`src/verilog/ccs_defs.svh`:
```
// Frame codes, field positions and CRC constants of the chain command interpreter.
// Operation
// Host addresses all nodes before single writes.
// Single write updates up to eight registers.
// Length code gives count of registers written; the code writes length code plus one registers.
// Single write executes only on address match.
// Single write codes 0x90 to 0x97.
// Single read uses initialization byte 0x80.
// Stack read uses initialization byte 0xA0.
// Stack write codes 0xB0 to 0xB7.
// Host configures address and stack flags first.
// Stack frames carry no device address byte.
// Only stack members answer stack reads.
// Top node answers first without waiting.
// Node N waits for node N+1 response.
// Bad upstream CRC withholds response, raises fault.
// Read length code is always zero.
// Read returns data byte plus one bytes.
// Response adds six protocol bytes to data.
// Response carries responding node's own address.
// Stack write executes only on stack members.
// Accesses run from start register upward.
// CRC-16 x16+x15+x2+1, preset all ones.
// Bad command CRC drops frame, flags error.
// Bytes least significant bit first in CRC.
// Single read answered only on address match.
// Every command byte is forwarded unchanged.
`ifndef CCS_DEFS_SVH
`define CCS_DEFS_SVH
`define CCS_FRAME_CMD_BIT 7
`define CCS_REQ_MSB 6
`define CCS_REQ_LSB 4
`define CCS_REQ_ADDRESSED_MAX 3'h1
`define CCS_INIT_KIND_MASK 8'hf8
`define CCS_INIT_SINGLE_RD 8'h80
`define CCS_INIT_SINGLE_WR 8'h90
`define CCS_INIT_STACK_RD 8'ha0
`define CCS_INIT_STACK_WR 8'hb0
`define CCS_CRC_PRESET 16'hffff
`define CCS_CRC_POLY_REFL 16'ha001
`define CCS_RSP_PROTO_BYTES 6
`endif

```
`src/verilog/ccs_pkg.sv`:
```
// Types shared by the chain command interpreter.
`default_nettype none
package ccs_pkg;
    typedef struct packed {
        logic valid;
        logic [7:0] data;
    } ccs_byte_type;
    typedef enum logic [2:0] {P_INIT, P_DEV, P_REG_HI, P_REG_LO, P_DATA, P_CRC_LO, P_CRC_HI} ccs_parse_type;
    typedef enum logic [3:0] {T_IDLE, T_INIT, T_DEV, T_REG_HI, T_REG_LO, T_FETCH, T_DATA, T_CRC_LO,
                              T_CRC_HI} ccs_tx_type;
    typedef enum logic [2:0] {K_NONE, K_SINGLE_RD, K_SINGLE_WR, K_STACK_RD, K_STACK_WR, K_OTHER} ccs_kind_type;
    typedef struct packed {
        ccs_parse_type cp;
        ccs_kind_type ck;
        logic [2:0] csize;
        logic [2:0] cidx;
        logic [7:0] cdev;
        logic [15:0] creg;
        logic [7:0][7:0] cdata;
        logic [15:0] ccrc;
        ccs_parse_type up;
        logic [6:0] ulen;
        logic [6:0] ucnt;
        logic [15:0] ucrc;
        ccs_tx_type tx;
        logic [6:0] tlen;
        logic [6:0] tcnt;
        logic [15:0] taddr;
        logic [15:0] tcrc;
        logic pend;
        logic wbusy;
        logic [2:0] wleft;
        logic [15:0] waddr;
        logic [7:0][7:0] wdata;
        ccs_byte_type cmd_out;
        ccs_byte_type rsp_out;
        logic up_ready;
        logic reg_wr_en;
        logic [15:0] reg_wr_addr;
        logic [7:0] reg_wr_data;
        logic [15:0] reg_rd_addr;
        logic crc_err;
        logic rsp_crc_fault;
        logic busy;
    } ccs_state_type;
endpackage : ccs_pkg
`default_nettype wire

```
`src/verilog/ccs_node.sv`:
```
// Command decoder and response sequencer for one node of the monitor chain.
`include "ccs_defs.svh"
`default_nettype none
module ccs_node #(
    parameter int FIFO_DEPTH = 4,
    parameter int LVL_W = $clog2(FIFO_DEPTH + 1)
) (
    // Clock and reset.
    input wire logic clock,
    input wire logic nrst,
    // Command stream from the host side and forwarded copy.
    input wire ccs_pkg::ccs_byte_type cmd_in,
    output var ccs_pkg::ccs_byte_type cmd_out,
    // Response stream from the node above.
    input wire ccs_pkg::ccs_byte_type rsp_up_in,
    output var logic rsp_up_ready,
    // Response stream toward the host.
    output var ccs_pkg::ccs_byte_type rsp_out,
    input wire logic rsp_out_ready,
    // Node configuration.
    input wire logic [7:0] node_addr,
    input wire logic stack_member_flag,
    input wire logic top_of_stack_flag,
    // Register file access.
    output var logic reg_wr_en,
    output var logic [15:0] reg_wr_addr,
    output var logic [7:0] reg_wr_data,
    output var logic [15:0] reg_rd_addr,
    input wire logic [7:0] reg_rd_data,
    // Status.
    output var logic crc_err,
    output var logic rsp_crc_fault,
    output var logic busy
);
    // --------
    // Declarations
    // --------
    ccs_pkg::ccs_state_type st;
    ccs_pkg::ccs_state_type next_st;
    logic [15:0] cmd_crc_in;
    logic [15:0] cmd_crc;
    logic [15:0] up_crc_in;
    logic [15:0] up_crc;
    logic [15:0] tx_crc;
    logic up_take;
    logic tx_emit;
    logic tx_push;
    logic [7:0] tx_byte;
    logic fifo_in_valid;
    logic [7:0] fifo_in_data;
    logic fifo_in_ready;
    logic fifo_out_valid;
    logic [7:0] fifo_out_data;
    logic fifo_out_ready;
    logic [LVL_W-1:0] fifo_level;
    logic addr_match;

    // --------
    // Outputs
    // --------
    assign cmd_out = st.cmd_out;
    assign rsp_up_ready = st.up_ready;
    assign rsp_out = st.rsp_out;
    assign reg_wr_en = st.reg_wr_en;
    assign reg_wr_addr = st.reg_wr_addr;
    assign reg_wr_data = st.reg_wr_data;
    assign reg_rd_addr = st.reg_rd_addr;
    assign crc_err = st.crc_err;
    assign rsp_crc_fault = st.rsp_crc_fault;
    assign busy = st.busy;

    // --------
    // Kind decode of an initialization byte
    // --------
    function automatic ccs_pkg::ccs_kind_type decode_kind(input logic [7:0] b);
        ccs_pkg::ccs_kind_type k;
        k = ccs_pkg::K_OTHER;
        // single read code
        if (b == `CCS_INIT_SINGLE_RD) begin
            k = ccs_pkg::K_SINGLE_RD;
        end
        // stack read code
        if (b == `CCS_INIT_STACK_RD) begin
            k = ccs_pkg::K_STACK_RD;
        end
        // single write codes
        if ((b & `CCS_INIT_KIND_MASK) == `CCS_INIT_SINGLE_WR) begin
            k = ccs_pkg::K_SINGLE_WR;
        end
        // stack write codes
        if ((b & `CCS_INIT_KIND_MASK) == `CCS_INIT_STACK_WR) begin
            k = ccs_pkg::K_STACK_WR;
        end
        return k;
    endfunction : decode_kind

    // --------
    // CRC steppers
    // --------
    // preset all ones
    assign cmd_crc_in = (st.cp == ccs_pkg::P_INIT) ? `CCS_CRC_PRESET : st.ccrc;
    assign up_crc_in = (st.up == ccs_pkg::P_INIT) ? `CCS_CRC_PRESET : st.ucrc;

    ccs_crc_step u_cmd_crc (
        .crc_in(cmd_crc_in),
        .data(cmd_in.data),
        .crc_out(cmd_crc)
    );

    ccs_crc_step u_up_crc (
        .crc_in(up_crc_in),
        .data(rsp_up_in.data),
        .crc_out(up_crc)
    );

    ccs_crc_step u_tx_crc (
        .crc_in(st.tcrc),
        .data(tx_byte),
        .crc_out(tx_crc)
    );

    // --------
    // Response byte source and FIFO feed
    // --------
    assign addr_match = (st.cdev == node_addr);
    assign up_take = rsp_up_in.valid & st.up_ready;

    always_comb begin
        tx_emit = 1'b1;
        tx_byte = 8'h00;
        case (st.tx)
            // six protocol bytes around data
            ccs_pkg::T_INIT: tx_byte = {1'b0, st.tlen};
            // own address in response
            ccs_pkg::T_DEV: tx_byte = node_addr;
            ccs_pkg::T_REG_HI: tx_byte = st.taddr[15:8];
            ccs_pkg::T_REG_LO: tx_byte = st.taddr[7:0];
            ccs_pkg::T_DATA: tx_byte = reg_rd_data;
            ccs_pkg::T_CRC_LO: tx_byte = st.tcrc[7:0];
            ccs_pkg::T_CRC_HI: tx_byte = st.tcrc[15:8];
            default: tx_emit = 1'b0;
        endcase
    end

    // Upstream bytes pass first so the chain above is never dropped.
    assign tx_push = tx_emit & ~up_take & fifo_in_ready;
    assign fifo_in_valid = up_take | tx_push;
    assign fifo_in_data = up_take ? rsp_up_in.data : tx_byte;
    assign fifo_out_ready = ~st.rsp_out.valid | rsp_out_ready;

    ccs_fifo #(
        .WIDTH(8),
        .DEPTH(FIFO_DEPTH),
        .LVL_W(LVL_W)
    ) u_fifo (
        .clock(clock),
        .nrst(nrst),
        .in_valid(fifo_in_valid),
        .in_data(fifo_in_data),
        .in_ready(fifo_in_ready),
        .out_valid(fifo_out_valid),
        .out_data(fifo_out_data),
        .out_ready(fifo_out_ready),
        .level(fifo_level)
    );

    // --------
    // Next state
    // --------
    always_comb begin
        next_st = st;
        // forward every command byte
        next_st.cmd_out = cmd_in;
        next_st.reg_wr_en = 1'b0;
        next_st.crc_err = 1'b0;
        next_st.rsp_crc_fault = 1'b0;
        next_st.up_ready = (int'(fifo_level) <= FIFO_DEPTH - 2);
        if (fifo_out_ready) begin
            next_st.rsp_out.valid = fifo_out_valid;
            next_st.rsp_out.data = fifo_out_data;
        end

        // Register writes, one per cycle.
        if (st.wbusy) begin
            // consecutive register addresses
            next_st.reg_wr_en = 1'b1;
            next_st.reg_wr_addr = st.waddr;
            next_st.reg_wr_data = st.wdata[0];
            next_st.waddr = st.waddr + 16'h0001;
            next_st.wdata = {8'h00, st.wdata[7:1]};
            next_st.wleft = st.wleft - 3'h1;
            if (st.wleft == 3'h0) begin
                next_st.wbusy = 1'b0;
            end
        end

        // Response transmission.
        if (st.tx == ccs_pkg::T_FETCH) begin
            next_st.reg_rd_addr = st.taddr;
            next_st.tx = ccs_pkg::T_DATA;
        end
        if (tx_push) begin
            // CRC over own response
            if (st.tx != ccs_pkg::T_CRC_LO && st.tx != ccs_pkg::T_CRC_HI) begin
                next_st.tcrc = tx_crc;
            end
            case (st.tx)
                ccs_pkg::T_INIT: next_st.tx = ccs_pkg::T_DEV;
                ccs_pkg::T_DEV: next_st.tx = ccs_pkg::T_REG_HI;
                ccs_pkg::T_REG_HI: next_st.tx = ccs_pkg::T_REG_LO;
                ccs_pkg::T_REG_LO: next_st.tx = ccs_pkg::T_FETCH;
                ccs_pkg::T_DATA: begin
                    // count plus one bytes
                    next_st.taddr = st.taddr + 16'h0001;
                    next_st.tcnt = st.tcnt + 7'h01;
                    next_st.tx = (st.tcnt == st.tlen) ? ccs_pkg::T_CRC_LO : ccs_pkg::T_FETCH;
                end
                ccs_pkg::T_CRC_LO: next_st.tx = ccs_pkg::T_CRC_HI;
                default: next_st.tx = ccs_pkg::T_IDLE;
            endcase
        end

        // Command frame parser.
        if (cmd_in.valid) begin
            next_st.ccrc = cmd_crc;
            case (st.cp)
                ccs_pkg::P_INIT: begin
                    if (cmd_in.data[`CCS_FRAME_CMD_BIT]) begin
                        next_st.ck = decode_kind(cmd_in.data);
                        // length code is data byte count minus one
                        next_st.csize = cmd_in.data[2:0];
                        next_st.cidx = 3'h0;
                        // stack frames skip the address
                        if (cmd_in.data[`CCS_REQ_MSB:`CCS_REQ_LSB] <= `CCS_REQ_ADDRESSED_MAX) begin
                            next_st.cp = ccs_pkg::P_DEV;
                        end else begin
                            next_st.cp = ccs_pkg::P_REG_HI;
                        end
                    end
                end
                ccs_pkg::P_DEV: begin
                    next_st.cdev = cmd_in.data;
                    next_st.cp = ccs_pkg::P_REG_HI;
                end
                ccs_pkg::P_REG_HI: begin
                    next_st.creg[15:8] = cmd_in.data;
                    next_st.cp = ccs_pkg::P_REG_LO;
                end
                ccs_pkg::P_REG_LO: begin
                    next_st.creg[7:0] = cmd_in.data;
                    next_st.cp = ccs_pkg::P_DATA;
                end
                ccs_pkg::P_DATA: begin
                    // at most eight data bytes
                    next_st.cdata[st.cidx] = cmd_in.data;
                    next_st.cidx = st.cidx + 3'h1;
                    if (st.cidx == st.csize) begin
                        next_st.cp = ccs_pkg::P_CRC_LO;
                    end
                end
                ccs_pkg::P_CRC_LO: next_st.cp = ccs_pkg::P_CRC_HI;
                ccs_pkg::P_CRC_HI: begin
                    next_st.cp = ccs_pkg::P_INIT;
                    if (cmd_crc != 16'h0000) begin
                        // drop frame on bad CRC
                        next_st.crc_err = 1'b1;
                    end else begin
                        // single write on match
                        if ((st.ck == ccs_pkg::K_SINGLE_WR && addr_match) ||
                            // stack write on members
                            (st.ck == ccs_pkg::K_STACK_WR && stack_member_flag)) begin
                            if (!next_st.wbusy) begin
                                next_st.wbusy = 1'b1;
                                next_st.wleft = st.csize;
                                next_st.waddr = st.creg;
                                next_st.wdata = st.cdata;
                            end
                        end
                        if (st.tx == ccs_pkg::T_IDLE && !st.pend) begin
                            // byte count from data byte
                            next_st.taddr = st.creg;
                            next_st.tlen = st.cdata[0][6:0];
                            next_st.tcnt = 7'h00;
                            next_st.tcrc = `CCS_CRC_PRESET;
                            // single read on match
                            if (st.ck == ccs_pkg::K_SINGLE_RD && addr_match) begin
                                next_st.tx = ccs_pkg::T_INIT;
                            end
                            // members answer stack reads
                            if (st.ck == ccs_pkg::K_STACK_RD && stack_member_flag) begin
                                // top node sends first
                                if (top_of_stack_flag) begin
                                    next_st.tx = ccs_pkg::T_INIT;
                                end else begin
                                    next_st.pend = 1'b1;
                                end
                            end
                        end
                    end
                end
                default: next_st.cp = ccs_pkg::P_INIT;
            endcase
        end

        // Response parser for frames from the node above.
        if (up_take) begin
            next_st.ucrc = up_crc;
            case (st.up)
                ccs_pkg::P_INIT: begin
                    if (!rsp_up_in.data[`CCS_FRAME_CMD_BIT]) begin
                        next_st.ulen = rsp_up_in.data[6:0];
                        next_st.ucnt = 7'h00;
                        next_st.up = ccs_pkg::P_DEV;
                    end
                end
                ccs_pkg::P_DEV: next_st.up = ccs_pkg::P_REG_HI;
                ccs_pkg::P_REG_HI: next_st.up = ccs_pkg::P_REG_LO;
                ccs_pkg::P_REG_LO: next_st.up = ccs_pkg::P_DATA;
                ccs_pkg::P_DATA: begin
                    next_st.ucnt = st.ucnt + 7'h01;
                    if (st.ucnt == st.ulen) begin
                        next_st.up = ccs_pkg::P_CRC_LO;
                    end
                end
                ccs_pkg::P_CRC_LO: next_st.up = ccs_pkg::P_CRC_HI;
                ccs_pkg::P_CRC_HI: begin
                    next_st.up = ccs_pkg::P_INIT;
                    if (up_crc != 16'h0000) begin
                        // withhold and flag fault
                        next_st.rsp_crc_fault = 1'b1;
                        next_st.pend = 1'b0;
                    end else if (st.pend) begin
                        // append after node above
                        next_st.pend = 1'b0;
                        next_st.tx = ccs_pkg::T_INIT;
                    end
                end
                default: next_st.up = ccs_pkg::P_INIT;
            endcase
        end

        next_st.busy = next_st.wbusy | next_st.pend | (next_st.tx != ccs_pkg::T_IDLE);
    end

    // --------
    // State register
    // --------
    always_ff @(posedge clock) begin
        if (!nrst) begin
            st <= '0;
        end else begin
            st <= next_st;
        end
    end
endmodule : ccs_node
`default_nettype wire

```
`src/verilog/ccs_crc_step.sv`:
```
// One byte step of the frame CRC, least significant bit first.
`include "ccs_defs.svh"
`default_nettype none
module ccs_crc_step #(
    parameter logic [15:0] POLY = `CCS_CRC_POLY_REFL
) (
    // Running value and byte.
    input wire logic [15:0] crc_in,
    input wire logic [7:0] data,
    // Updated value.
    output logic [15:0] crc_out
);
    // LSB first order
    always_comb begin
        crc_out = crc_in ^ {8'h00, data};
        for (int i = 0; i < 8; i++) begin
            crc_out = crc_out[0] ? ((crc_out >> 1) ^ POLY) : (crc_out >> 1);
        end
    end
endmodule : ccs_crc_step
`default_nettype wire

```
`src/verilog/ccs_fifo.sv`:
```
// Small synchronous FIFO with valid and ready on both sides.
`default_nettype none
module ccs_fifo #(
    parameter int WIDTH = 8,
    parameter int DEPTH = 4,
    parameter int LVL_W = $clog2(DEPTH + 1)
) (
    // Clock and reset.
    input wire logic clock,
    input wire logic nrst,
    // Filling side.
    input wire logic in_valid,
    input wire logic [WIDTH-1:0] in_data,
    output logic in_ready,
    // Draining side.
    output logic out_valid,
    output logic [WIDTH-1:0] out_data,
    input wire logic out_ready,
    // Fill level.
    output logic [LVL_W-1:0] level
);
    localparam int PTR_W = (DEPTH > 1) ? $clog2(DEPTH) : 1;
    typedef struct packed {
        logic [DEPTH-1:0][WIDTH-1:0] mem;
        logic [PTR_W-1:0] rd;
        logic [PTR_W-1:0] wr;
        logic [LVL_W-1:0] count;
    } ccs_fifo_state_type;
    ccs_fifo_state_type st;
    ccs_fifo_state_type next_st;
    logic push;
    logic pop;

    assign in_ready = (st.count != LVL_W'(DEPTH));
    assign out_valid = (st.count != '0);
    assign out_data = st.mem[st.rd];
    assign level = st.count;
    assign push = in_valid & in_ready;
    assign pop = out_valid & out_ready;

    always_comb begin
        next_st = st;
        if (push) begin
            next_st.mem[st.wr] = in_data;
            next_st.wr = (st.wr == PTR_W'(DEPTH - 1)) ? '0 : st.wr + 1'b1;
        end
        if (pop) begin
            next_st.rd = (st.rd == PTR_W'(DEPTH - 1)) ? '0 : st.rd + 1'b1;
        end
        next_st.count = st.count + LVL_W'(push) - LVL_W'(pop);
    end

    always_ff @(posedge clock) begin
        if (!nrst) begin
            st <= '0;
        end else begin
            st <= next_st;
        end
    end
endmodule : ccs_fifo
`default_nettype wire

```
`config.mk`:
```
export PLATFORM = sky130hd
export DESIGN_NAME = ccs_node
export DESIGN_NICKNAME = d
export VERILOG_FILES = /design/src/verilog/ccs_pkg.sv /design/src/verilog/ccs_node.sv /design/src/verilog/ccs_crc_step.sv /design/src/verilog/ccs_fifo.sv
export VERILOG_INCLUDE_DIRS = /design/src /design/src/verilog
export SDC_FILE = /design/constraint.sdc
export NUM_CORES = 1
export LEC_CHECK = 0
export BUFFER_PORTS_ARGS = -buffer_cell sky130_fd_sc_hd__clkbuf_2
export CORE_MARGIN = 2
export CORE_UTILIZATION = 69
export CTS_BUF_LIST = sky130_fd_sc_hd__clkbuf_4 sky130_fd_sc_hd__clkbuf_8
export CTS_CLUSTER_DIAMETER = 100
export DETAILED_ROUTE_END_ITERATION = 6
export GPL_ROUTABILITY_DRIVEN = 0
export GPL_TIMING_DRIVEN = 1
export PLACE_DENSITY = 0.95
export SYNTH_ARGS = -nofsm -noshare
export SYNTH_HDL_FRONTEND = slang
export SYNTH_SLANG_ARGS = --single-unit
```
`constraint.sdc`:
```
create_clock -name clock -period 6.3 [get_ports clock]
set_input_delay 0.63 -clock clock [delete_from_list [all_inputs] [get_ports clock]]
set_output_delay 0.63 -clock clock [all_outputs]
set_load 0.005 [all_outputs]
```
; ---- After elaboration in Yosys (flattened, before gate mapping)
; Index checks and enable logic that the tools add are counted.
[classes]
n_reduce_logical = 34
n_shift = 0
magnitude_cmp = 7
n_mul = 0
n_eq_ne = 41
n_addsub = 10
n_mux = 83
bitwise_logic = 40
div = 0
[ops]
columns = op, n
row1 = 16-bit 2-to-1 mux, 27
row2 = 135-bit 2-to-1 mux, 3
row3 = 84-bit 2-to-1 mux, 2
row4 = 83-bit 2-to-1 mux, 1
row5 = 2-bit inverter with 3-bit output, 24
row6 = 64-bit bitwise mux, 1
row7 = 8-bit one-hot mux with 7 select lines, 1
row8 = 51-bit 2-to-1 mux, 1
row9 = 16-bit by 8-bit XOR with 16-bit output, 3
row10 = 39-bit 2-to-1 mux, 1
row11 = 4-bit 2-to-1 mux, 9
row12 = 3-bit one-hot mux with 6 select lines, 2
row13 = 16-bit by 1-bit adder with 16-bit output (second input constant), 2
row14 = 32-bit bitwise mux, 1
row15 = 8-bit 2-to-1 mux, 4
row16 = 16-bit nonzero test, 2
row17 = 25-bit 2-to-1 mux, 1
row18 = 8-bit demux with 3-bit select, 1
row19 = 4-bit one-hot mux with 6 select lines, 1
row20 = 3-bit AND reduction, 8
row21 = 23-bit 2-to-1 mux, 1
row22 = 3-bit equality test (second input constant), 7
row23 = 3-bit by 2-bit equality test with 1-bit output (second input constant), 6
row24 = 3-bit 2-to-1 mux, 6
row25 = 49 further kinds, 100
[totals]
latchBits = 0
out_inout_bits = 63
rom_bits = 0
memories = 0
regBits = 386
ramBits = 0

; ---- Depth between registers and ports, before layout
; Gate-level depths: netlist of run 1.
[depth]
word_depth = 31
depth_mapped = 20

; ---- Hierarchy
; A second synthesis of run 1 with hierarchy kept.
[unflattened]
hier_cells = 1972
area_unflattened_um2 = 17912.2
[by_module_without_submodules]
columns = module, cells_each, instances, area_each_um2, seq_area_each_um2
row1 = ccs_node, 1717, 1, 15305.9, 6946.7
row2 = ccs_fifo, 177, 1, 1851.8, 780.7
row3 = ccs_crc_step, 26, 3, 251.5, 0.0

; ---- Worst setup path before layout of run 1
; No wires, ideal clock.
[synth_timing]
path_kind = register to register
from = reg st[344] (netlist name)
to = reg st[100] (netlist name)
setup_ns = 0.116
path_buffers = 5
setup_slack_ns = 2.358
synth_period_minus_slack_ns = 3.942
arrival_time_ns = 3.826
path_stages_with_launch = 20
path_cell_list = dfxtp_1 buf_4 nor3_2 buf_4 clkbuf_1 nor2_1 xnor2_1 xnor2_1 xor2_1 ha_1 xnor2_1 and3_1 nand3_1 nor4_4 nand4b_1 a211oi_4 nand2_4 buf_6 buf_6 o211a_1
[synth_lines]
columns = element, line_no
row1 = start: declaration, ccs_node.sv:38  ; ccs_pkg::ccs_state_type st;
row2 = start signal: assignment, ccs_node.sv:352  ; st <= next_st;
row3 = 3-bit zero test *, ccs_node.sv:101  ; assign cmd_crc_in = (st.cp == ccs_pkg::P_INIT) ? `CCS_CRC_PRESET : st.ccrc;
row4 = 16-bit 2-to-1 mux *, ccs_node.sv:101
row5 = 16-bit by 8-bit XOR with 16-bit output *, ccs_crc_step.sv:15  ; crc_out = crc_in ^ {8'h00, data};
row6 = 16-bit 2-to-1 mux * (6 in a row), ccs_crc_step.sv:17  ; crc_out = crc_out[0] ? ((crc_out >> 1) ^ POLY) : (crc_out >> 1);
row7 = 2-bit inverter with 3-bit output (no source line) / 16-bit 2-to-1 mux (equally long branches), -
row8 = 16-bit 2-to-1 mux * (2 in a row), ccs_crc_step.sv:17
row9 = via cmd_crc[15], ccs_node.sv:41  ; logic [15:0] cmd_crc;
row10 = 16-bit nonzero test *, ccs_node.sv:264  ; if (cmd_crc != 16'h0000) begin
row11 = 135-bit 2-to-1 mux *, ccs_node.sv:264
row12 = 135-bit 2-to-1 mux *, ccs_node.sv:226  ; case (st.cp)
row13 = 135-bit 2-to-1 mux *, ccs_node.sv:224  ; if (cmd_in.valid) begin
; Mark *: on every way through the listed nets, which the timed path passes. The rest lies on a longest branch.
; A chain may end at the register's enable or synchronous reset.

; ---- Worst setup path in the final report of run 1
[layout_timing]
from = reg st[346] (netlist name)
to = reg st[74] (netlist name)
; The elaborated chain is that of the path after synthesis.

==> results.md, run 1 <==
- Status: finished clean
- Fmax: 0.210 GHz
- DR WL/cell: 18.6 um
- Total power: 5.68 mW
- Total wire length: 47,000 um
- Worst R2R Path Depth: 16
- Internal: 4.14 mW
- Synth area leaders: dfxtp_1, mux2i_1, nand2_1
- RSZ-0062 raised after global routing: false
- Area fraction of the dominant cell type after synthesis: 0.398
- Hold buffer count at CTS: 0
- Global route total overflow: 0
- Crit Path Category: flop to flop
- Die area: 29,500 um2
- Async set or reset register ratio after synthesis: 0
- Pwr dens: 274 nW/um2
- Hold Startpoint: rsp_up_in[1]
- Final Critical Period: 4.77 ns
- WHS Endpoint: st[222]
- P&R area growth vs syn: 6.71%
- Io pins: 102
- Number of vias per cell: 6.14
- CTS tree: done
- Residual DRC: 0
- Hold path depth: 3
- Post-synth EDFFs: 0
- Clock sink count: 386
- Utilization after layout: 0.746
- Worst slew pin tran: 1.25 ns
- Cell Count, Final, Fillers Out: 2,521
- Static leakage: 8.99 nW
- Mapped Cells: 2,131
- Setup violators final: 0
- Worst-case clock skew: 0.0166 ns
- MaxCap Viol Count: 0
- Vert. Die Dim: 172 um
- Post-layout net count: 2,153
- CTS resizes: 0
- Net switching power: 1.55 mW
- Post-route ant nets: 0
- CTS Buf Count: 60
- Worst setup margin: 1.53 ns
- TritonRoute pass-1 iters: 7
- Slew Viols, Final: 0
- CP required: 6.80 ns
- Post-detail-place hpwl: 29,900 um
- CTS root buf: clkbuf_8
- Critical Path End Type: flop
- Synth Area per Inst: 9.12 um2
- Synthesized cell area: 19,400 um2
- Worst Hold Class: primary input to flop
- FF-to-FF Start: st[346]
- Largest area contributor in the netlist: dfxtp_1
- Initial antenna violation count: 0
- Post-synthesis register bit count: 386
- Top FF cell, synth: dfxtp_1
- Global-route wire length before repair: 75,100 um
- R2r setup slk: 1.53 ns
- Switch share: 0.272
- Worst VDD drop: 0.000217 V
- Diodes inserted: 0
- H-Tree Depth: 2
- Crit share post-route: 0.757
- Clock-pin transition on the worst setup and hold timing paths: 0.06 ns
- Placed Area: 19,400 um2
- Share of layout cells above drive strength 1: 0.121
- Row count: 61
- Setup_tns: 0 ns
- CP max FO: 112
- Core Footprint: 27,800 um2
- DRC marker count from the first detailed-route iteration: 1,566
- Post-CTS setup buffer count: 0
- Total GRT Usage: 0.313
- Sequential power share: 0.463
- Die W: 172 um
- Reg2reg end: st[74]
- Final non-filler cell area: 20,700 um2
- Largest net degree at the start of global routing: 215
- Synth Net Count: 2,188
- Hold Violations, Final: 0
- WHS: 0.391 ns
- Vias: 15,500
- Worst-Skew Late Latency: 0.61 ns
- Top-count cell post-synth: dfxtp_1
- Placed insts: 2,412
- Clk network pwr share: 0.403
- Port-buffer cells: 101
- Yosys cell types: 79
- Critical Path AT: 5.27 ns
- Combinational Power Share: 0.135
- Slew headroom: 0.166
- Vias in the first global route: 15,100
- Maximum buffer depth of the clock tree: 3
- Ys Warns: 0
- Startpoint types: flop
- Register area share after synthesis: 0.398
- Top cells by count, synth: dfxtp_1, nand2_1, mux2i_1
- Initial Util: 0.700
- Worst slack at placement: 1.39 ns
state kept, by name, indices dropped and copies added, names as in the netlist, 3 cells and up:
name	cells
reg_wr_addr	16
reg_rd_addr	16
cmd_out	9
rsp_out	9
reg_wr_data	8
u_fifo.st	36
u_fifo.level	3
st	284
critical path, cell delays in order, from the launching register on:
cell      delay, ns
dfxtp_1        0.60
nor3_2         0.09
buf_4          0.23
o21a_1         0.24
nor2_2         0.24
xnor2_1        0.19
xor2_1         0.24
ha_1           0.31
xnor2_1        0.16
and3_1         0.16
nand3_1        0.15
nor4_4         0.35
nand4b_1       0.21
a211oi_4       0.46
nand2_4        0.31
buf_12         0.29
o211a_1        0.31
power groups by stage:
stage	sequential (mW)	combinational [mW]	clock, mW
after global placement	2.67	0.706	0
after detailed placement	2.68	0.745	0
final	2.63	0.765	2.29
after global routing	2.64	0.835	2.42
after CTS	2.63	0.755	2.31
after floorplan	2.62	0.624	0
how the worst max path moves through the flow:
| stage | start | to | slack, ns |
|---|---|---|---|
| 3_5_place_dp | cmd_in[0] | st[114] | 1.39 |
| 3_3_place_gp | cmd_in[0] | st[104] | 1.54 |
| 4_1_cts | st[346] | st[108] | 1.67 |
| 5_1_grt | st[346] | st[74] | 1.28 |
| 2_1_floorplan | st[344] | st[100] | 2.36 |
| 6_report | st[346] | st[74] | 1.53 |
cell families (layout without fill, tap and decap cells):
logic type	after synthesis	count (layout)	synth area share
AND/OR/NAND/NOR	773	773	0.197
flip-flops	386	386	0.398
AO/OA/AOI/OAI	348	348	0.140
buffers and inverters	234	246	0.0629
multiplexers	219	219	0.118
XOR/XNOR	153	153	0.0725
adder cells (fa/ha/maj)	18	18	0.0120
cells in the final DEF (no fill, tap or decap), types with 17 or more instances in the layout:
cell and instances:
clkbuf_2 100, nand2_1 306, clkbuf_4 17, and2_1 28, nor2_1 117, xnor2_1 77, nand3_1 55, ha_1 17
dfxtp_1 385, o21ai_0 43, clkbuf_8 79, a21oi_1 46, nor2b_1 148, o211a_1 97, a21boi_0 89, xor2_1 71
inv_1 24, mux2i_1 203
area by class of cell:
cell class	instances	area [um2]
multi-input cells	1511	10500
flip-flops and latches	386	7730
fillers	1853	7040
clock buffers	95	1200
repair buffers	112	622
well taps	378	473
clock inverters	14	134
inverters	25	93.8
layer usage:
layer | track usage | share of wire | vias to the layer above
met3 | 0.0561 | 0.081 | 187
li1 | - | - | 7169
met1 | 0.375 | 0.40 | 7391
met4 | 0.156 | 0.044 | 0
met2 | 0.541 | 0.48 | 736
met5 | 0 | 0 | -
Note: power is estimated with default switching activity, not from simulation.
==> inputs of run 2 (changes only) <==
--- a/config.mk
+++ b/config.mk
@@ -8,13 +8,13 @@
 export LEC_CHECK = 0
 export BUFFER_PORTS_ARGS = -buffer_cell sky130_fd_sc_hd__clkbuf_2
 export CORE_MARGIN = 2
-export CORE_UTILIZATION = 69
+export CORE_UTILIZATION = 64
 export CTS_BUF_LIST = sky130_fd_sc_hd__clkbuf_4 sky130_fd_sc_hd__clkbuf_8
 export CTS_CLUSTER_DIAMETER = 100
 export DETAILED_ROUTE_END_ITERATION = 6
 export GPL_ROUTABILITY_DRIVEN = 0
 export GPL_TIMING_DRIVEN = 1
-export PLACE_DENSITY = 0.95
+export PLACE_DENSITY = 0.92
 export SYNTH_ARGS = -nofsm -noshare
 export SYNTH_HDL_FRONTEND = slang
 export SYNTH_SLANG_ARGS = --single-unit
==> constraint.sdc (replaced) <==
create_clock -name clock -period 4.8 [get_ports clock]
set_input_delay 0.48 -clock clock [delete_from_list [all_inputs] [get_ports clock]]
set_output_delay 0.48 -clock clock [all_outputs]
set_load 0.005 [all_outputs]
==> run 2 against run 1 <==
  * Clock power rose by 34%
  * Core utilization is 4.5 points lower
  * Largest power group unchanged
  * Register-to-register slack got worse by 1.2 ns
  * Clock-buffer cell count increased by 2
  * Critical endpoint is now st[79]
  * Critical path type unchanged
  * Highest routed layer unchanged
==> results.md, run 2 (synthesized netlist as in run 1, its figures left out) <==
- P&R area growth vs syn: 7.62% (was 6.71%)
- Most frequent cells in the layout: dfxtp_1, nand2_1, mux2i_1, nor2b_1, nor2_1 (unchanged)
- Worst-case clock skew: 0.0226 ns (was 0.0166 ns)
- Total wire length: 46,100 um (was 47,000 um)
- Biggest regs: st: 284 flops, u_fifo.st: 36 flops (unchanged)
- Hold Violations, Final: 0 (unchanged)
- Diodes inserted: 0 (unchanged)
- Vias: 15,200 (was 15,500)
- RSZ-0062 raised after global routing: false (unchanged)
- Worst VDD drop: 0.000258 V (was 0.000217 V)
- CTS tree: done (unchanged)
- Slew Viols, Final: 0 (unchanged)
- DR WL/cell: 18.1 um (was 18.6 um)
- Number of vias per cell: 5.97 (was 6.14)
- Die area: 31,800 um2 (was 29,500 um2)
- Utilization after layout: 0.702 (was 0.746)
- Largest net degree at the start of global routing: 169 (was 215)
- Sequential power share: 0.458 (was 0.463)
- Port-buffer cells: 101 (unchanged)
- Vias in the first global route: 14,600 (was 15,100)
- H-Tree Depth: 2 (unchanged)
- Final Critical Period: 4.43 ns (was 4.77 ns)
- Global-route wire length before repair: 74,200 um (was 75,100 um)
- Internal: 5.51 mW (was 4.14 mW)
- CP max FO: 112 (unchanged)
- Clk network pwr share: 0.409 (was 0.403)
- Hold buffer count at CTS: 0 (unchanged)
- Filler cells: 2,065 (was 1,853)
- Vert. Die Dim: 178 um (was 172 um)
- Post-layout net count: 2,168 (was 2,153)
- Worst slew pin tran: 1.06 ns (was 1.25 ns)
- CTS root buf: clkbuf_8 (unchanged)
- Clock-pin transition on the worst setup and hold timing paths: 0.06 ns (about the same)
- Combinational Power Share: 0.133 (was 0.135)
- Startpoint types: flop (unchanged)
- Status: finished clean (unchanged)
- Commonest non-fill, non-tap cell in the layout: dfxtp_1 (unchanged)
- Worst-Skew Late Latency: 0.63 ns (was 0.61 ns)
- Pwr dens: 360 nW/um2 (was 274 nW/um2)
- Total power: 7.53 mW (was 5.68 mW)
- Critical Path End Type: flop (unchanged)
- MaxCap Viol Count: 0 (unchanged)
- CTS Buf Count: 61 (was 60)
- Crit Path Category: flop to flop (unchanged)
- TritonRoute pass-1 iters: 6 (was 7)
- Static leakage: 9.09 nW (was 8.99 nW)
- Maximum buffer depth of the clock tree: 3 (unchanged)
- Switch share: 0.268 (was 0.272)
- Worst Hold Class: primary input to flop (unchanged)
- Clock sink count: 386 (unchanged)
- Fmax: 0.226 GHz (was 0.210 GHz)
- Setup_tns: 0 ns (unchanged)
- Die W: 178 um (was 172 um)
- Core Footprint: 29,800 um2 (was 27,800 um2)
- Critical Path AT: 4.93 ns (was 5.27 ns)
- DRC marker count from the first detailed-route iteration: 1,266 (was 1,566)
- Crit share post-route: 0.922 (was 0.757)
- Max reg flops: 284 (unchanged)
- Initial Util: 0.652 (was 0.700)
- Total GRT Usage: 0.287 (was 0.313)
- Io pins: 102 (unchanged)
- CP required: 5.30 ns (was 6.80 ns)
- Post-route ant nets: 0 (unchanged)
- Initial antenna violation count: 0 (unchanged)
- Row count: 63 (was 61)
- Residual DRC: 0 (unchanged)
- Setup violators final: 0 (unchanged)
- Global route total overflow: 0 (unchanged)
- Net switching power: 2.02 mW (was 1.55 mW)
- WHS: 0.183 ns (was 0.391 ns)
- Post-detail-place hpwl: 30,600 um (was 29,900 um)
- Top reg by flops: st (unchanged)
- Share of layout cells above drive strength 1: 0.128 (was 0.121)
- Slew headroom: 0.293 (was 0.166)
[run 2: cell count changes in the layout (fill, tap and decap cells not counted), sizes merged]
cell and change:
bufinv +1, buf +14, clkbuf +2, clkinv +2
clkinvlp -2
[run 2: final timing paths]
kind,depth (start not counted),slack [ns],endpoint,start
worst max register to register,18,0.37,st[79],st[346]
worst max-delay path,18,0.37,st[79],st[346]
worst min register to register,2,0.46,rsp_out[3],rsp_out[3]
worst min-delay path,3,0.18,st[224],rsp_up_in[3]
[run 2: area by class of cell]
class / instances / area, um2 / area share
multi-input combinational: 1511 / 10500 / 0.502
sequential: 386 / 7730 / 0.370
clock buffer: 97 / 1220 / 0.0582
timing repair buffer: 126 / 727 / 0.0348
tap: 390 / 488 / 0.0233
clock inverter: 15 / 161 / 0.00772
inverter: 25 / 93.8 / 0.00449
[run 2: repair_timing]
item | CTS | global route
setup buffers | 0 | 1
gates resized for setup | 0 | 1
endpoints found under the setup margin | 0 | 2
[run 2: worst max-delay path, cell delays in order (launching register included)]
cell and delay (ns):
dfxtp_1 0.42, nor3_2 0.21, buf_4 0.27, nor2_1 0.11
xnor2_1 0.26, xnor2_1 0.19, xnor2_1 0.17, xor2_1 0.23
ha_1 0.31, xnor2_1 0.15, and3_1 0.16, nand3_1 0.13
nor4_4 0.22, buf_4 0.18, nand4b_1 0.15, a211oi_4 0.27
nand2_4 0.24, buf_12 0.30, o211a_1 0.27
[run 2: per-stage QoR]
step	instance area (um2)	worst slack, ns	std cells
2_1_floorplan	19400	0.858	2131
4_1_cts	20900	0.291	2549
3_5_place_dp	19500	0.408	2437
5_1_grt	20900	0.0776	2550
3_3_place_gp	19500	0.640	2437
6_report	20900	0.373	2550
[run 2: per-layer routing]
metal | global-route usage | routed length (um) | up-vias | share of wire
met2 | 0.485 | 22200 | 657 | 0.48
met5 | 0 | 0 | - | 0
met4 | 0.111 | 1440 | 0 | 0.031
li1 | - | - | 7217 | -
met1 | 0.365 | 18800 | 7235 | 0.41
met3 | 0.0522 | 3640 | 127 | 0.079
[run 2: power by group through the flow]
stage	sequential [mW]	clock, mW	combinational [mW]
floorplan	3.44	0	0.818
global placement	3.50	0	0.941
detailed placement	3.51	0	0.983
CTS	3.45	3.11	0.991
global route	3.46	3.27	1.10
finish	3.45	3.08	1.00
==> inputs of run 3 (changes only) <==
--- a/config.mk
+++ b/config.mk
@@ -8,13 +8,13 @@
 export LEC_CHECK = 0
 export BUFFER_PORTS_ARGS = -buffer_cell sky130_fd_sc_hd__clkbuf_2
 export CORE_MARGIN = 2
-export CORE_UTILIZATION = 64
+export CORE_UTILIZATION = 35
 export CTS_BUF_LIST = sky130_fd_sc_hd__clkbuf_4 sky130_fd_sc_hd__clkbuf_8
 export CTS_CLUSTER_DIAMETER = 100
 export DETAILED_ROUTE_END_ITERATION = 6
 export GPL_ROUTABILITY_DRIVEN = 0
 export GPL_TIMING_DRIVEN = 1
-export PLACE_DENSITY = 0.92
+export PLACE_DENSITY = 0.6
 export SYNTH_ARGS = -nofsm -noshare
 export SYNTH_HDL_FRONTEND = slang
 export SYNTH_SLANG_ARGS = --single-unit
==> run 3 against run 2 <==
  * Cell count is 14% higher
  * Register-to-register slack better by 0.04 ns
  * Clock power is 3% higher
  * Final area is 2.3% higher
  * Clock skew is 0.018 ns higher
  * Critical endpoint is now st[180]
  * Largest cell class unchanged
==> results.md, run 3 (synthesized netlist as in run 1, its figures left out) <==
- Status: finished clean (unchanged)
- Row count: 86 (was 63)
- CTS root buf: clkbuf_8 (unchanged)
- Critical Path End Type: flop (unchanged)
- Biggest regs: st: 284 flops, u_fifo.st: 36 flops (unchanged)
- Die area: 57,400 um2 (was 31,800 um2)
- Global route total overflow: 0 (unchanged)
- Post-layout net count: 2,179 (was 2,168)
- Critical Path AT: 4.91 ns (was 4.93 ns)
- Total wire length: 49,300 um (was 46,100 um)
- Hold buffer count at CTS: 0 (unchanged)
- CTS resizes: 0 (unchanged)
- Diodes inserted: 0 (unchanged)
- Post-route ant nets: 0 (unchanged)
- Hold Startpoint: rsp_up_in[2] (was rsp_up_in[3])
- Initial antenna violation count: 0 (unchanged)
- Utilization after layout: 0.389 (was 0.702)
- Pwr dens: 355 nW/um2 (was 360 nW/um2)
- Vias: 14,600 (was 15,200)
- P&R area growth vs syn: 10.1% (was 7.62%)
- Setup violators final: 0 (unchanged)
- Share of layout cells above drive strength 1: 0.131 (was 0.128)
- Die W: 240 um (was 178 um)
- Clock sink count: 386 (unchanged)
- CTS tree: done (unchanged)
- Startpoint types: flop (unchanged)
- Final Critical Period: 4.39 ns (was 4.43 ns)
- Maximum buffer depth of the clock tree: 3 (unchanged)
- Total power: 7.61 mW (was 7.53 mW)
- H-Tree Depth: 3 (was 2)
- DR WL/cell: 16.9 um (was 18.1 um)
- MaxCap Viol Count: 0 (unchanged)
- Post-detail-place hpwl: 33,000 um (was 30,600 um)
- CP max FO: 48 (was 112)
- Worst slew pin tran: 1.10 ns (was 1.06 ns)
- Hold path depth: 3 (unchanged)
- Post-CTS setup buffer count: 0 (unchanged)
- RSZ-0062 raised after global routing: false (unchanged)
- Worst-case clock skew: 0.0410 ns (was 0.0226 ns)
- Most frequent cells in the layout: dfxtp_1, nand2_1, mux2i_1, nor2b_1, nor2_1 (unchanged)
- Worst-Skew Late Latency: 0.65 ns (was 0.63 ns)
- CP required: 5.32 ns (was 5.30 ns)
- Total GRT Usage: 0.172 (was 0.287)
- Vias in the first global route: 14,300 (was 14,600)
- Port-buffer cells: 101 (unchanged)
- Global-route wire length before repair: 78,300 um (was 74,200 um)
- Crit share post-route: 0.914 (was 0.922)
- Commonest non-fill, non-tap cell in the layout: dfxtp_1 (unchanged)
- Max reg flops: 284 (unchanged)
- FF-to-FF Start: st[346] (unchanged)
- Slew headroom: 0.264 (was 0.293)
- Hold Violations, Final: 0 (unchanged)
- DRC marker count from the first detailed-route iteration: 858 (was 1,266)
- Io pins: 102 (unchanged)
- Placed insts: 2,798 (was 2,437)
- Top reg by flops: st (unchanged)
- Vert. Die Dim: 240 um (was 178 um)
- Fmax: 0.228 GHz (was 0.226 GHz)
- WHS: 0.168 ns (was 0.183 ns)
- Number of vias per cell: 5.00 (was 5.97)
- Worst VDD drop: 0.000165 V (was 0.000258 V)
- WHS Endpoint: st[223] (was st[224])
- Static leakage: 9.12 nW (was 9.09 nW)
- Crit Path Category: flop to flop (unchanged)
- CTS Buf Count: 70 (was 61)
- Residual DRC: 0 (unchanged)
- TritonRoute pass-1 iters: 5 (was 6)
- Cell Count, Final, Fillers Out: 2,916 (was 2,550)
- Worst Hold Class: primary input to flop (unchanged)
- R2r setup slk: 0.41 ns (was 0.37 ns)
- Setup_tns: 0 ns (unchanged)
- Largest net degree at the start of global routing: 167 (was 169)
- Initial Util: 0.353 (was 0.652)
- Core Footprint: 55,000 um2 (was 29,800 um2)
- Slew Viols, Final: 0 (unchanged)
- Clock-pin transition on the worst setup and hold timing paths: 0.06 ns (about the same)
- Reg2reg end: st[180] (was st[79])
- Worst R2R Path Depth: 18 (unchanged)
==> run 3: changes by cell type in the layout (fill, tap and decap cells not counted) <==
cell,change
clkinv_2,-1
buf_4,+2
clkbuf_8,+2
clkinvlp_4,+1
clkinv_8,+1
a2111oi_2,+1
nor3b_1,-1
inv_8,+1
nor3b_2,+1
clkbuf_4,+3
bufinv_16,-2
a2111oi_4,-1
buf_8,+1
==> run 3: worst max path at each step <==
stage                   start  endpoint  depth (start not counted)
floorplan             st[344]   st[100]                         19
global route          st[346]   st[183]                         18
CTS                   st[346]    st[67]                         17
finish                st[346]   st[180]                         18
global placement      st[346]    st[79]                         17
detailed placement  cmd_in[0]    st[82]                         16
==> run 3: report_power, final <==
group          switching, mW  internal [mW]  total (mW)
sequential             0.142           3.31        3.45
clock                   1.39           1.77        3.16
combinational          0.563          0.434       0.998
total                   2.10           5.51        7.61
==> run 3: cell type report <==
type                            count  area, um2
Fill cell                        5481      33600
Multi-Input combinational cell   1511      10500
Sequential cell                   386       7730
Clock buffer                      103       1280
Tap cell                          748        936
Timing Repair Buffer              128        743
Clock inverter                     15        131
Inverter                           25       93.8
==> run 3: layer usage <==
layer | part of all wire | global-route usage | vias up
met2 | 0.45 | 0.267 | 339
met3 | 0.053 | 0.0377 | 99
met1 | 0.47 | 0.231 | 6908
met5 | 0 | 0 | -
met4 | 0.030 | 0.0667 | 0
li1 | - | - | 7245
==> run 3: critical path: stages (launching register included) <==
cell and delay [ns]:
dfxtp_1 0.43, nor3_2 0.22, buf_4 0.24, nor2_1 0.09
xnor2_1 0.22, xnor2_1 0.18, xnor2_1 0.17, xor2_1 0.21
ha_1 0.30, xnor2_1 0.15, and3_1 0.16, nand3_1 0.13
nor4_4 0.39, inv_2 0.15, a2111oi_2 0.36, nand4b_1 0.19
buf_4 0.33, nand2_1 0.25, nor2_1 0.08
==> run 3: stage by stage <==
stage	instance area, um2	worst slack (ns)
finish	21400	0.413
global route	21400	0.0628
CTS	21400	0.447
detailed placement	20000	0.471
global placement	20000	0.563
floorplan	19400	0.858
